File: src/verilog/omc_regs.svh
// Constants of the optical module control and status block: two-wire
// addresses, the control/status byte offset, its field positions and resets.
// Assumes it is included by bare name from the package and the design files.
`ifndef OMC_REGS_SVH
`define OMC_REGS_SVH

// ----------------------------------------------------------------------------
// Two-wire device addresses (seven-bit form of the 8-bit A0h and A2h codes).
// ----------------------------------------------------------------------------
`define OMC_ID_DEV_ADDR      7'h50
`define OMC_DIAG_DEV_ADDR    7'h51

// ----------------------------------------------------------------------------
// Control and status byte inside the diagnostic memory.
// ----------------------------------------------------------------------------
`define OMC_CTRL_STATUS_OFS  8'h6e
`define OMC_BIT_HW_SHUTOFF   7
`define OMC_BIT_SW_SHUTOFF   6
`define OMC_BIT_TX_FAULT     2
`define OMC_BIT_SIGNAL_LOST  1
`define OMC_SW_SHUTOFF_RST   1'h0
`define OMC_FAULT_RST        1'h0

// ----------------------------------------------------------------------------
// Serial bus framing.
// ----------------------------------------------------------------------------
`define OMC_BITS_PER_BYTE    4'h8
`define OMC_LAST_DATA_BIT    4'h7

`endif

File: src/verilog/omc_pkg.sv
// Types shared by the optical module control and status design files.
// Assumes omc_regs.svh is reachable on the include path.
`include "omc_regs.svh"

package omc_pkg;

	// ------------------------------------------------------------------------
	// Two-wire slave states, one-hot.
	// ------------------------------------------------------------------------
	typedef enum logic [8:0]
	{
		OMC_IDLE      = 9'h001,
		OMC_DEV_ADDR  = 9'h002,
		OMC_ACK_DEV   = 9'h004,
		OMC_WORD_ADDR = 9'h008,
		OMC_ACK_WORD  = 9'h010,
		OMC_WR_DATA   = 9'h020,
		OMC_ACK_WR    = 9'h040,
		OMC_RD_DATA   = 9'h080,
		OMC_RD_ACK    = 9'h100
	} omc_state_t;

	// Which memory a transfer addresses.
	typedef enum logic
	{
		OMC_SEL_ID   = 1'b0,
		OMC_SEL_DIAG = 1'b1
	} omc_sel_t;

endpackage : omc_pkg

File: src/verilog/omc_laser_guard.sv
// Transmitter guard: combines the shut-off sources, keeps the latched laser
// fault and produces the laser enable. Assumes all inputs are synchronous.
`include "omc_regs.svh"
`timescale 1ns/10ps
`default_nettype none

module omc_laser_guard
	import omc_pkg::*;
(
	input  wire logic core_clk,
	input  wire logic reset_n,
	input  wire logic hwShutoff,
	input  wire logic softShutoff,
	input  wire logic catastrophicFault,
	input  wire logic unsafeLevel,
	output logic      laserEnable,
	output logic      faultLatched
);

	// ------------------------------------------------------------------------
	// State.
	// ------------------------------------------------------------------------
	logic hwPrev;           // Shut-off input seen one cycle earlier.
	logic next_hwPrev;      // Next value of hwPrev.
	logic next_fault;       // Next value of the fault latch.
	logic next_laserEnable; // Next value of the laser enable.
	logic faultSet;         // A fault source is active this cycle.
	logic faultClear;       // The shut-off input has just been asserted.

	// Next values. A set in the clearing cycle wins, so no fault is lost.
	always_comb
	begin
		faultSet = catastrophicFault | unsafeLevel;
		faultClear = hwShutoff & ~hwPrev;
		next_hwPrev = hwShutoff;
		next_fault = faultSet | (faultLatched & ~faultClear);
		// Either shut-off source or any fault keeps the laser dark.
		next_laserEnable = ~(hwShutoff | softShutoff | next_fault);
	end

	// Registers. Reset stands for a power cycle and clears the latch.
	always_ff @(posedge core_clk)
	begin
		if (!reset_n)
		begin
			hwPrev <= 1'b1;
			faultLatched <= `OMC_FAULT_RST;
			laserEnable <= 1'b0;
		end
		else
		begin
			hwPrev <= next_hwPrev;
			faultLatched <= next_fault;
			laserEnable <= next_laserEnable;
		end
	end

endmodule : omc_laser_guard

`default_nettype wire

File: src/verilog/omc_ctrl_status.sv
// Control and status logic of a pluggable optical transceiver: shut-off
// input, latched laser fault pin, signal-lost pin and a two-wire slave that
// serves the identification memory and the diagnostic control/status byte.
// Assumes pins are synchronous to core_clk and SCL is far slower than it.
`include "omc_regs.svh"
`timescale 1ns/10ps
`default_nettype none

module omc_ctrl_status
	import omc_pkg::*;
#(
	parameter bit            DIAG_MONITOR_OPTION = 1'b1, // Diagnostic variant.
	parameter logic [2047:0] ID_CONTENTS         = '0    // Arbitrary ID bytes.
)
(
	input  wire logic core_clk,
	input  wire logic reset_n,
	// Transmit shut-off pin: level and whether the host drives it at all.
	input  wire logic txShutoffLevel,
	input  wire logic txShutoffDriven,
	// Laser fault sources inside the module.
	input  wire logic catastrophicFault,
	input  wire logic unsafeLevel,
	// Receiver transition detector verdict, high when input is unusable.
	input  wire logic signalUnusable,
	// Laser driver enable.
	output logic      laserEnable,
	// Open-collector fault pin; released (high via pull-up) on fault.
	output logic      txFaultOut,
	output logic      txFaultOe,
	// Signal-lost pin.
	output logic      receive_signal_lost,
	// Two-wire bus: clock input and open-drain data.
	input  wire logic scl,
	input  wire logic sdaIn,
	output logic      sdaOut,
	output logic      sdaOe
);

	// ------------------------------------------------------------------------
	// Pin conditioning and transmitter guard.
	// ------------------------------------------------------------------------
	logic hwShutoff;    // Effective shut-off level after the pull-up.
	logic softShutoff;  // Software shut-off bit of the control byte.
	logic faultLatched; // Latched laser fault from the guard.

	// The internal pull-up makes an undriven pin read as shut off. A host
	// that ties the pin low drives it, so the laser then runs normally.
	assign hwShutoff = txShutoffDriven ? txShutoffLevel : 1'b1;

	// Fault latch and laser enable live in their own small module.
	omc_laser_guard u_guard
	(
		.core_clk          (core_clk),
		.reset_n           (reset_n),
		.hwShutoff         (hwShutoff),
		.softShutoff       (softShutoff),
		.catastrophicFault (catastrophicFault),
		.unsafeLevel       (unsafeLevel),
		.laserEnable       (laserEnable),
		.faultLatched      (faultLatched)
	);

	// The fault pin only ever pulls low; it is released while faulted.
	assign txFaultOut = 1'b0;
	assign txFaultOe = ~faultLatched;

	// ------------------------------------------------------------------------
	// Signal-lost pin.
	// ------------------------------------------------------------------------
	logic next_signalLost; // Next value of the signal-lost pin.

	// The pin follows the detector with one register of delay.
	always_comb
	begin
		next_signalLost = signalUnusable;
	end

	// Register the pin; during reset it shows loss, the safe answer.
	always_ff @(posedge core_clk)
	begin
		if (!reset_n)
		begin
			receive_signal_lost <= 1'b1;
		end
		else
		begin
			receive_signal_lost <= next_signalLost;
		end
	end

	// ------------------------------------------------------------------------
	// Read decode.
	// ------------------------------------------------------------------------

	// Byte seen by a read of either memory. Status bits are taken live at
	// the moment the byte is loaded, so each read returns current state.
	function automatic logic [7:0] readByte
	(
		input omc_sel_t   sel,
		input logic [7:0] addr
	);
		logic [7:0] value;
		value = 8'h00;
		if (sel == OMC_SEL_ID)
		begin
			value = ID_CONTENTS[{addr, 3'h0} +: 8];
		end
		else if (addr == `OMC_CTRL_STATUS_OFS)
		begin
			value[`OMC_BIT_HW_SHUTOFF] = hwShutoff;
			value[`OMC_BIT_SW_SHUTOFF] = softShutoff;
			value[`OMC_BIT_TX_FAULT] = faultLatched;
			value[`OMC_BIT_SIGNAL_LOST] = receive_signal_lost;
		end
		return value;
	endfunction : readByte

	// ------------------------------------------------------------------------
	// Two-wire slave.
	// ------------------------------------------------------------------------
	omc_state_t state;         // Slave state.
	omc_state_t next_state;    // Next slave state.
	logic [3:0] bitCnt;        // Bits moved in the current byte.
	logic [3:0] next_bitCnt;   // Next bit count.
	logic [7:0] shiftReg;      // Byte being shifted in or out.
	logic [7:0] next_shiftReg; // Next shift register.
	logic [7:0] wordAddr;      // Memory pointer, advances per byte.
	logic [7:0] next_wordAddr; // Next memory pointer.
	omc_sel_t   devSel;        // Memory chosen by the device address.
	omc_sel_t   next_devSel;   // Next memory choice.
	logic       isRead;        // Current transfer reads.
	logic       next_isRead;   // Next read flag.
	logic       pullLow;       // Slave pulls SDA low.
	logic       next_pullLow;  // Next SDA pull.
	logic       next_soft;     // Next software shut-off bit.
	logic       sclPrev;       // SCL one cycle earlier.
	logic       sdaPrev;       // SDA one cycle earlier.
	logic       sclRise;       // SCL rising edge this cycle.
	logic       sclFall;       // SCL falling edge this cycle.
	logic       startSeen;     // Start or repeated start condition.
	logic       stopSeen;      // Stop condition.
	logic [7:0] loadByte;      // Byte fetched for a read.

	// Bus conditions from the previous and present pin samples.
	assign sclRise = scl & ~sclPrev;
	assign sclFall = ~scl & sclPrev;
	assign startSeen = scl & sclPrev & sdaPrev & ~sdaIn;
	assign stopSeen = scl & sclPrev & ~sdaPrev & sdaIn;

	// Read byte fetch. A process rather than a continuous assignment, so
	// that the status signals read inside the function also wake it.
	always_comb
	begin
		loadByte = readByte(devSel, wordAddr);
	end

	// Open drain: the driven level is always low.
	assign sdaOut = 1'b0;
	assign sdaOe = pullLow;

	// Next-state logic. Data changes only after SCL falls; bits are taken
	// on SCL rising. Start and stop override whatever byte is in progress.
	always_comb
	begin
		next_state = state;
		next_bitCnt = bitCnt;
		next_shiftReg = shiftReg;
		next_wordAddr = wordAddr;
		next_devSel = devSel;
		next_isRead = isRead;
		next_pullLow = pullLow;
		next_soft = softShutoff;
		if (startSeen)
		begin
			next_state = OMC_DEV_ADDR;
			next_bitCnt = 4'h0;
			next_pullLow = 1'b0;
		end
		else if (stopSeen)
		begin
			next_state = OMC_IDLE;
			next_pullLow = 1'b0;
		end
		else
		begin
			case (state)
				OMC_IDLE:
				begin
					next_pullLow = 1'b0;
				end
				OMC_DEV_ADDR, OMC_WORD_ADDR, OMC_WR_DATA:
				begin
					if (sclRise)
					begin
						next_shiftReg = {shiftReg[6:0], sdaIn};
						next_bitCnt = bitCnt + 4'h1;
					end
					else if (sclFall && bitCnt == `OMC_BITS_PER_BYTE)
					begin
						next_pullLow = 1'b1;
						if (state == OMC_DEV_ADDR)
						begin
							next_isRead = shiftReg[0];
							if (shiftReg[7:1] == `OMC_ID_DEV_ADDR)
							begin
								next_devSel = OMC_SEL_ID;
								next_state = OMC_ACK_DEV;
							end
							else if (DIAG_MONITOR_OPTION &&
								shiftReg[7:1] == `OMC_DIAG_DEV_ADDR)
							begin
								next_devSel = OMC_SEL_DIAG;
								next_state = OMC_ACK_DEV;
							end
							else
							begin
								// Another device's address: stay silent.
								next_pullLow = 1'b0;
								next_state = OMC_IDLE;
							end
						end
						else if (state == OMC_WORD_ADDR)
						begin
							next_wordAddr = shiftReg;
							next_state = OMC_ACK_WORD;
						end
						else
						begin
							// Only bit 6 of the control byte is writable.
							if (devSel == OMC_SEL_DIAG &&
								wordAddr == `OMC_CTRL_STATUS_OFS)
							begin
								next_soft = shiftReg[`OMC_BIT_SW_SHUTOFF];
							end
							next_wordAddr = wordAddr + 8'h01;
							next_state = OMC_ACK_WR;
						end
					end
				end
				OMC_ACK_DEV:
				begin
					if (sclFall)
					begin
						next_bitCnt = 4'h0;
						if (isRead)
						begin
							next_shiftReg = loadByte;
							next_pullLow = ~loadByte[7];
							next_state = OMC_RD_DATA;
						end
						else
						begin
							next_pullLow = 1'b0;
							next_state = OMC_WORD_ADDR;
						end
					end
				end
				OMC_ACK_WORD, OMC_ACK_WR:
				begin
					if (sclFall)
					begin
						next_bitCnt = 4'h0;
						next_pullLow = 1'b0;
						next_state = OMC_WR_DATA;
					end
				end
				OMC_RD_DATA:
				begin
					if (sclFall)
					begin
						if (bitCnt == `OMC_LAST_DATA_BIT)
						begin
							// Release for the master's acknowledge.
							next_pullLow = 1'b0;
							next_wordAddr = wordAddr + 8'h01;
							next_state = OMC_RD_ACK;
						end
						else
						begin
							next_shiftReg = {shiftReg[6:0], 1'b0};
							next_pullLow = ~shiftReg[6];
							next_bitCnt = bitCnt + 4'h1;
						end
					end
				end
				OMC_RD_ACK:
				begin
					if (sclRise && sdaIn)
					begin
						// No acknowledge: the master ends the read.
						next_state = OMC_IDLE;
					end
					else if (sclFall)
					begin
						next_bitCnt = 4'h0;
						next_shiftReg = loadByte;
						next_pullLow = ~loadByte[7];
						next_state = OMC_RD_DATA;
					end
				end
				default:
				begin
					next_state = OMC_IDLE;
					next_pullLow = 1'b0;
				end
			endcase
		end
	end

	// Registers of the slave. The pin samples start high, the idle level
	// of the bus, so leaving reset never looks like a stop condition.
	always_ff @(posedge core_clk)
	begin
		if (!reset_n)
		begin
			state <= OMC_IDLE;
			bitCnt <= 4'h0;
			shiftReg <= 8'h00;
			wordAddr <= 8'h00;
			devSel <= OMC_SEL_ID;
			isRead <= 1'b0;
			pullLow <= 1'b0;
			softShutoff <= `OMC_SW_SHUTOFF_RST;
			sclPrev <= 1'b1;
			sdaPrev <= 1'b1;
		end
		else
		begin
			state <= next_state;
			bitCnt <= next_bitCnt;
			shiftReg <= next_shiftReg;
			wordAddr <= next_wordAddr;
			devSel <= next_devSel;
			isRead <= next_isRead;
			pullLow <= next_pullLow;
			softShutoff <= next_soft;
			sclPrev <= scl;
			sdaPrev <= sdaIn;
		end
	end

endmodule : omc_ctrl_status

`default_nettype wire

File: config.mk
export PLATFORM = sky130hd
export DESIGN_NAME = omc_ctrl_status
export DESIGN_NICKNAME = d
export VERILOG_FILES = /design/src/verilog/omc_pkg.sv /design/src/verilog/omc_laser_guard.sv /design/src/verilog/omc_ctrl_status.sv
export VERILOG_INCLUDE_DIRS = /design/src /design/src/verilog
export SDC_FILE = /design/constraint.sdc
export NUM_CORES = 1
export LEC_CHECK = 0
export BUFFER_PORTS_ARGS = -buffer_cell sky130_fd_sc_hd__buf_4
export CORE_MARGIN = 1.5
export CORE_UTILIZATION = 40
export DETAILED_ROUTE_END_ITERATION = 10
export MAX_ROUTING_LAYER = met4
export PLACE_DENSITY = 0.57
export SYNTH_ARGS = -nofsm -noshare
export SYNTH_HDL_FRONTEND = slang
export SYNTH_SLANG_ARGS = --single-unit
File: constraint.sdc
create_clock -name core_clk -period 2.3 [get_ports core_clk]
set_input_delay 0.345 -clock core_clk [delete_from_list [all_inputs] [get_ports core_clk]]
set_output_delay 0.345 -clock core_clk [all_outputs]
set_load 0.1 [all_outputs]
# Yosys cells after proc, flatten, opt, wreduce, memory -nomap -nowiden

Index checks and enable logic that the tools add are counted.

Register bits after elaboration: 39
Input bits: 9
Output and inout port bits: 6
Word-level logic and storage cells: 163

Add/sub/neg operators: 2
Equality and inequality tests: 35
Shift operators: 1
Muxes and demuxes: 59
Bitwise operators: 30
Reductions and logical operators: 21

Operator list:

| kind                                                          | number |
|---|---|
| variable part select 2048 x 12 -> 8 bit, first input constant | 1 |
| two-way mux 8 bit                                             | 14 |
| two-way mux 9 bit                                             | 9 |
| case mux 9 bit (6 select lines)                               | 1 |
| case mux 8 bit (4 select lines)                               | 1 |
| AND reduction 8 bit                                           | 4 |
| inequality test 2 bit, second input constant                  | 12 |
| inequality test 4 bit, second input constant                  | 6 |
| two-way mux 4 bit                                             | 5 |
| NOT 1 bit                                                     | 17 |
| two-way mux 1 bit                                             | 16 |
| case mux 4 bit (4 select lines)                               | 1 |
| case mux 8 bit (2 select lines)                               | 1 |
| equality test 7 bit, second input constant                    | 2 |
| AND reduction 7 bit                                           | 2 |
| two-way mux 2 bit                                             | 6 |
| AND reduction 6 bit                                           | 2 |
| AND reduction 10 bit                                          | 1 |
| bitwise AND 1 bit                                             | 9 |
| equality test 9 x 1 -> 1 bit, second input constant           | 1 |
| equality test 9 x 2 -> 1 bit, second input constant           | 1 |
| equality test 9 x 3 -> 1 bit, second input constant           | 1 |
| equality test 9 x 4 -> 1 bit, second input constant           | 1 |
| equality test 9 x 5 -> 1 bit, second input constant           | 1 |
| 20 further kinds                                              | 33 |

# Depth between registers and ports, before layout

Gate-level depths: netlist of run 1.

Depth in word-level cells: 9
Mapped depth: 9
Mapped depth without buffers: 8

# Modules after synthesis

Synthesis of run 1 repeated with hierarchy kept, for this count alone.

Cells, all modules: 307
Area total of the unflattened synthesis: 2484.9 µm²

By module, submodules not included:

| module          | instances | cells an instance | area each (µm²) | sequential area each (µm²) |
|---|---|---|---|---|
| omc_ctrl_status | 1         | 297               | 2387.3          | 720.7 |
| omc_laser_guard | 1         | 10                | 97.6            | 60.1 |

# Worst setup path before layout of run 1

Ideal clock, no wire load.

Kind: flip-flop to flip-flop
From: reg state[6]
To: reg wordAddr[0]
Setup time: 0.120 ns
Data arrival time: 1.849 ns
Data required time: 2.180 ns
Slack: 0.331 ns
Stages on the path, launching flop included: 8
Buffers on the path: 1
Clock period less this slack: 1.969 ns
Cells stage by stage: dfxtp_1 > buf_6 > nor4_4 > nand3_2 > o21ai_0 > nand4b_2 > and2_1 > o31a_1

Longest elaborated chain between the ends: 6
Elaborated cells between the ends (all ways): 17
Those cells by class: 9 x eq/ne; 5 x mux; 3 x reduce/logical

Ends and longest elaborated chain:

| what                            | RTL line                                       | RTL |
|---|---|---|
| start: declaration              | omc_ctrl_status.sv:122                         | `omc_state_t state;` |
| start signal: assignment        | omc_ctrl_status.sv:330                         | `state <= next_state;` |
| equality test 9 x 4 -> 1 bit    | omc_ctrl_status.sv:187, omc_ctrl_status.sv:223 |  |
| two-way mux 8 bit               | omc_ctrl_status.sv:223                         | `else if (state == OMC_WORD_ADDR)` |
| two-way mux 8 bit               | omc_ctrl_status.sv:202                         | `if (state == OMC_DEV_ADDR)` |
| two-way mux 8 bit               | omc_ctrl_status.sv:199                         | `` else if (sclFall && bitCnt == `OMC_BITS_PER_BYTE) `` |
| two-way mux 8 bit               | omc_ctrl_status.sv:194                         | `if (sclRise)` |
| case mux 8 bit (2 select lines) | omc_ctrl_status.sv:187                         | `case (state)` |
| end signal: assignment          | omc_ctrl_status.sv:333                         | `wordAddr <= next_wordAddr;` |
| end: declaration                | omc_ctrl_status.sv:128                         | `logic [7:0] wordAddr;` |

Several ways; a longest one is shown, not always the timed one. The select of a mux whose other input is x is not followed.
A chain may end at the register's enable or synchronous reset.

# Worst setup path after layout of run 1

From: reg state[6]
To: reg state[0]

Longest elaborated chain between the ends: 7
Elaborated cells between the ends (all ways): 26
Those cells by class: 17 x eq/ne; 6 x mux; 3 x reduce/logical

Ends and longest elaborated chain:

| what                            | RTL line                                       | RTL |
|---|---|---|
| equality test 9 x 2 -> 1 bit    | omc_ctrl_status.sv:187, omc_ctrl_status.sv:202 |  |
| two-way mux 9 bit               | omc_ctrl_status.sv:202                         |  |
| two-way mux 9 bit               | omc_ctrl_status.sv:199                         |  |
| two-way mux 9 bit               | omc_ctrl_status.sv:194                         |  |
| case mux 9 bit (6 select lines) | omc_ctrl_status.sv:187                         |  |
| two-way mux 2 bit               | omc_ctrl_status.sv:180                         | `else if (stopSeen)` |
| two-way mux 2 bit               | omc_ctrl_status.sv:174                         | `if (startSeen)` |

Several ways; a longest one is shown, not always the timed one. The select of a mux whose other input is x is not followed.

==> flow_metrics.py, run 1 <==
metrics = {
    "status": {
        "run_status": "finished clean",
    },
    "sta": {
        "layout_setup_ws_ns": 0.122,
        "fin_crit_sh_pct": 94.7,
        "finalSetupViolCount": 0,
        "grt_setup_unrepaired": "no",
        "period_needed_ns": 2.18,
        "hold_viol_final": 0,
        "fin_skew_ns": 0.00423,
        "relSlewSlack_pct": 51.5,
        "worstMarginPinSlew_ns": 0.720,
        "fin_hold_ws_ns": 0.230,
        "tns_ns": 0,
        "fmax_ghz": 0.459,
        "drv_slew": 0,
    },
    "critical_path": {
        "crit_path_top_delay_cell": "or4_4",
        "crit_arrival_ns": 2.41,
        "crit_path_start_kind": "register",
        "crit_fanout": 11,
        "path_class": "register to register",
        "end_kind": "register",
        "reg2reg_slack_ns": 0.12,
        "worstPathCellList": "or4_4 -> nor3_4 -> a32o_1 -> nor4b_4 -> buf_4 -> or2_0 -> a31oi_1",
        "cp.required_ns": 2.53,
        "crit_family": "simple AND/OR/NAND/NOR gates",
        "crit_buf_inv": 1,
        "slowest_delay_ns": 0.59,
    },
    "power_and_ir_drop": {
        "leakagePower_nw": 1.07,
        "ir_worst_vdd_mv": 0.335,
        "power_density_mw_per_mm2": 498,
        "total_power_mw": 1.43,
    },
    "routing": {
        "ant_nets": 0,
        "drt-initial-drc-count": 191,
        "num_vias": 2329,
        "wl_per_cell_um": 15.9,
        "wirelength_um": 6490,
        "viasPerCell": 5.72,
        "route.detailed.drc": 0,
        "drt_pass1_iterations": 5,
    },
    "flow_run": {
        "timing.max_cap.violations": 0,
    },
    "yosys": {
        "synth-seq-cells": 39,
        "synth_fa_ha_area_share_pct": 2.04,
        "synth-seq-area-share_pct": 31.8,
        "async_flop_share_pct": 0,
        "synthSimpleGateAreaFrac_pct": 34.1,
        "synth_area_mm2": 0.00246,
        "synth_xor_area_share_pct": 1.78,
        "synth_edf_count": 0,
        "synth_cell_types": 65,
        "synthMuxAreaShare_pct": 6.98,
        "synth_flop_cell": "dfxtp_1",
        "synthTopCellsByCount": "nand2_1, dfxtp_1, nor2_1",
        "synthTopCellsByArea": "dfxtp_1, nand2_1, mux2i_1, a21oi_1, nor2_1",
        "synth_compound_area_share_pct": 17.9,
        "ys.warnings.count": 0,
        "syn_avg_cell_area_um2": 8.00,
        "synth_top_family_by_area": "simple AND/OR/NAND/NOR gates",
        "netlist_instances": 307,
        "yosysMostFrequentCell": "nand2_1",
        "synth_top_area_cell": "dfxtp_1",
        "synth_top_cell_area_share_pct": 31.8,
    },
    "global_routing": {
        "grt_remaining_overflow": 0,
        "grt_pass1_vias": 2158,
        "grtUsageTotal_pct": 21.6,
        "grt_pass1_wl_um": 10500,
        "antenna_found_initial": 0,
        "grt_max_degree": 34,
    },
    "floorplan": {
        "die_x_um": 81.4,
        "rows": 28,
        "dieArea_mm2": 0.00662,
        "pin_count": 15,
        "placeableCoreArea_mm2": 0.00592,
        "fp.dieH_um": 81.4,
        "start_util_pct": 41.5,
    },
    "clock_tree": {
        "clock-sinks": 39,
        "clk_path_buf_depth": 2,
        "htree_levels": 2,
        "cts_tree": "yes",
        "cts.clk_slew.worst_paths_ns": 0.09,
        "cts_buffers": 5,
        "ctsRootBufferMaster": "clkbuf_8",
        "clk_latency_ns": 0.30,
    },
    "min_path": {
        "hold_class": "primary input to register",
    },
    "layout": {
        "num-nets-final": 344,
        "finalInstanceArea_mm2": 0.00287,
        "n_fill_cell": 596,
        "layout-drive-gt1-share_pct": 20.2,
        "seqCellArea_um2": 785,
        "diodes": 0,
        "area_growth_pct": 16.9,
        "multi_input_area_mm2": 0.00156,
    },
    "place": {
        "pre_cts_ws_ns": 0.0335,
        "placement.cell_area_mm2": 0.00273,
        "place_congestion": 0.907,
        "dp_hpwl_um": 4730,
        "port_buffers": 12,
    },
}
## final timing paths
path,start,endpoint,cells past startpoint
worst max-delay path,state[6],state[0],7
worst max register to register,state[6],state[0],7
worst min-delay path,signalUnusable,receive_signal_lost,2
worst min register to register,softShutoff,u_guard.laserEnable,1
## state kept, by name, indices dropped and copies added (netlist names)
name,cells
bitCnt,4
devSel,1
isRead,1
receive_signal_lost,1
sclPrev,1
sdaOe,1
sdaPrev,1
shiftReg,8
softShutoff,1
state,9
u_guard.faultLatched,1
u_guard.hwPrev,1
u_guard.laserEnable,1
wordAddr,8
## cell usage in the layout (no fill, tap or decap), types with 4 or more instances in the layout
cell and count:
nand3_1 14, o31ai_1 4, inv_1 7, nor2_1 23, dfxtp_1 36, ha_1 4, or4_1 4, nor3_1 8
clkbuf_8 5, mux2i_1 16, o22ai_1 4, nand2b_1 10, nor2b_1 6, nor4_1 5, a21oi_1 20, o21ai_0 13
nand2_1 47, xor2_1 4, buf_4 33
## per-stage QoR
stage                     std cells  utilization (%)
after global placement          398             46.1
final                           407             48.5
after detailed placement        398             46.1
after floorplan                 308                -
after global routing            407             48.5
after CTS                       406             48.2
## final cells by class
class	count	area share, %
clock inverters	3	1.61
clock buffers	5	2.40
multi-input cells	243	54.4
inverters	7	0.915
flip-flops and latches	39	27.3
well taps	75	3.27
repair buffers	35	10.0
## power breakdown
part           total [mW]  switching [mW]  internal [mW]
Combinational       0.130          0.0890         0.0413
Sequential          0.690         0.00798          0.682
Clock               0.610           0.283          0.327
## metal layers
metal / track usage [%] / vias up / wire length, µm
li1: - / 1154 / -
met1: 27.1 / 1099 / 3130
met2: 34.8 / 68 / 3030
met3: 3.71 / 8 / 248
met4: 7.41 / 0 / 85
met5: - / - / 0
## cell families after synthesis
group / count (synthesis)
flops: 39
simple gates: 147
buf+inv: 26
mux: 17
xor+xnor: 5
compound gates: 68
fa+ha+maj: 4
other cells: 1
## what timing repair did
item	4_1_cts	5_1_grt
hold buffers	0	0
pin swaps	0	1
setup buffers	0	1
gates resized for setup	1	4
endpoints found under the setup margin	1	19
(Power assumes the default switching activity.)
==> inputs of run 2 (changes only) <==
CELL_PAD_IN_SITES_DETAIL_PLACEMENT = 1   (was unset)
CELL_PAD_IN_SITES_GLOBAL_PLACEMENT = 1   (was unset)
PLACE_DENSITY = 0.72   (was 0.57)
==> run 2 against run 1 <==
Combinational power rose by 12%. Highest routed layer unchanged. Critical path depth rose by 1. Power fell by 0.21%. Flip-flop and latch count did not move. Maximum frequency fell by 2.2%. Routed wire length rose by 13%. Clock skew rose by 0.0045 ns. Largest power group unchanged. Non-clock buffer count rose by 2. Final cell count rose by 0.49%. Utilization rose by 0.085 points. Sequential power barely moved. Global-route usage rose by 2.3 points.
==> flow_metrics.py, run 2 (synthesis gave the netlist of run 1 again) <==
metrics = {
    "floorplan": {
        "pin_count": 15,
        "dieArea_mm2": 0.00662,
        "rows": 28,
        "start_util_pct": 41.5,
        "die_x_um": 81.4,
        "fp.dieH_um": 81.4,
        "placeableCoreArea_mm2": 0.00592,
    },
    "sta": {
        "fin_skew_ns": 0.00875,
        "worstMarginPinSlew_ns": 0.639,
        "relSlewSlack_pct": 56.9,
        "fmax_ghz": 0.449,
        "fin_crit_sh_pct": 96.8,
        "hold_viol_final": 0,
        "drv_slew": 0,
        "period_needed_ns": 2.23,
        "finalSetupViolCount": 0,
        "fin_hold_ws_ns": 0.217,
    },
    "layout": {
        "top_register": "state",
        "area_growth_pct": 17.1,
        "top_regs": "state x9, shiftReg x8, wordAddr x8",
        "diodes": 0,
        "largest_reg_flops": 9,
        "final_common_cell": "nand2_1",
        "layout-drive-gt1-share_pct": 22.2,
        "num-nets-final": 346,
        "n_fill_cell": 729,
        "mostFrequentLayoutCells": "nand2_1, buf_4, dfxtp_1",
    },
    "global_routing": {
        "grt_pass1_vias": 2264,
        "grt_remaining_overflow": 0,
        "antenna_found_initial": 0,
        "grt_pass1_wl_um": 11700,
        "grt_max_degree": 33,
        "grtUsageTotal_pct": 23.9,
    },
    "critical_path": {
        "crit_fanout": 10,
        "end_kind": "register",
        "r2r-start": "state[7]",
        "crit_path_start_kind": "register",
        "cp.required_ns": 2.49,
        "crit_arrival_ns": 2.42,
        "crit_start": "state[7]",
        "path_class": "register to register",
    },
    "clock_tree": {
        "cts_tree": "yes",
        "clk_path_buf_depth": 2,
        "clk_latency_ns": 0.30,
        "htree_levels": 2,
        "cts.clk_slew.worst_paths_ns": 0.08,
        "postCtsHoldBufs": 0,
        "ctsRootBufferMaster": "clkbuf_8",
        "clock-sinks": 39,
        "cts_buffers": 5,
    },
    "place": {
        "port_buffers": 12,
        "dp_hpwl_um": 5230,
        "place_congestion": 0.963,
    },
    "routing": {
        "wirelength_um": 7330,
        "route.detailed.drc": 0,
        "ant_nets": 0,
        "num_vias": 2362,
        "drt-initial-drc-count": 104,
        "viasPerCell": 5.78,
        "drt_pass1_iterations": 4,
        "wl_per_cell_um": 17.9,
    },
    "min_path": {
        "hold_class": "primary input to register",
        "worstHoldStart": "signalUnusable",
    },
    "power_and_ir_drop": {
        "leakagePower_nw": 1.07,
        "total_power_mw": 1.43,
        "ir_worst_vdd_mv": 0.289,
        "power_density_mw_per_mm2": 496,
    },
    "flow_run": {
        "timing.max_cap.violations": 0,
    },
    "status": {
        "run_status": "finished clean",
    },
}
[run 2: final timing paths]
check / endpoint / slack, ns / cells past startpoint
setup reg to reg: shiftReg[1] / 0.07 / 8
hold / removal: receive_signal_lost / 0.22 / 2
hold reg to reg: u_guard.laserEnable / 0.48 / 1
setup / recovery: shiftReg[1] / 0.07 / 8
[run 2: metrics by stage]
step | worst slack, ns | instance area, µm² | util, % | setup TNS (ns) | cells
after floorplan | 0.331 | 2460 | - | 0 | 308
after global placement | 0.0649 | 2700 | 45.5 | 0 | 395
after detailed placement | 0.00832 | 2700 | 45.5 | 0 | 395
after CTS | 0.0236 | 2830 | 47.8 | 0 | 405
after global routing | -0.0393 | 2880 | 48.6 | -0.151 | 409
final | 0.0739 | 2880 | 48.6 | 0 | 409
[run 2: per-layer routing]
metal | track usage, % | part of all wire, %
met1 | 32.2 | 48
met2 | 37.4 | 47
met3 | 3.48 | 4.1
met4 | 6.21 | 1.2
met5 | - | 0
[run 2: where the power goes]
group | total (mW) | internal [mW] | leakage, nW | switching [mW]
Combinational | 0.145 | 0.0502 | 0.694 | 0.0952
Sequential | 0.687 | 0.679 | 0.320 | 0.00776
Clock | 0.595 | 0.323 | 0.0581 | 0.271
Total | 1.43 | 1.05 | 1.07 | 0.374
[run 2: worst max-delay path: stages (launching register included)]
cell     delay (ns)
dfxtp_2        0.46
nor4b_2        0.53
buf_4          0.23
mux2i_1        0.08
o22ai_1        0.20
nand2_1        0.11
a21o_1         0.24
buf_12         0.15
mux2i_1        0.12
[run 2: cell type report]
| cell class | instances | area, µm² | area share [%] |
|---|---|---|---|
| well taps | 75 | 93.8 | 3.26 |
| multi-input cells | 243 | 1560 | 54.1 |
| clock buffers | 5 | 68.8 | 2.39 |
| repair buffers | 37 | 290 | 10.1 |
| clock inverters | 3 | 43.8 | 1.52 |
| inverters | 7 | 26.3 | 0.914 |
| flip-flops and latches | 39 | 796 | 27.7 |
[run 2: timing repair]
item | in CTS | in global routing
setup endpoints to repair | 9 | 9
buffers inserted | 2 | 4
pin swaps | 1 | 3
resized for setup | 6 | 6
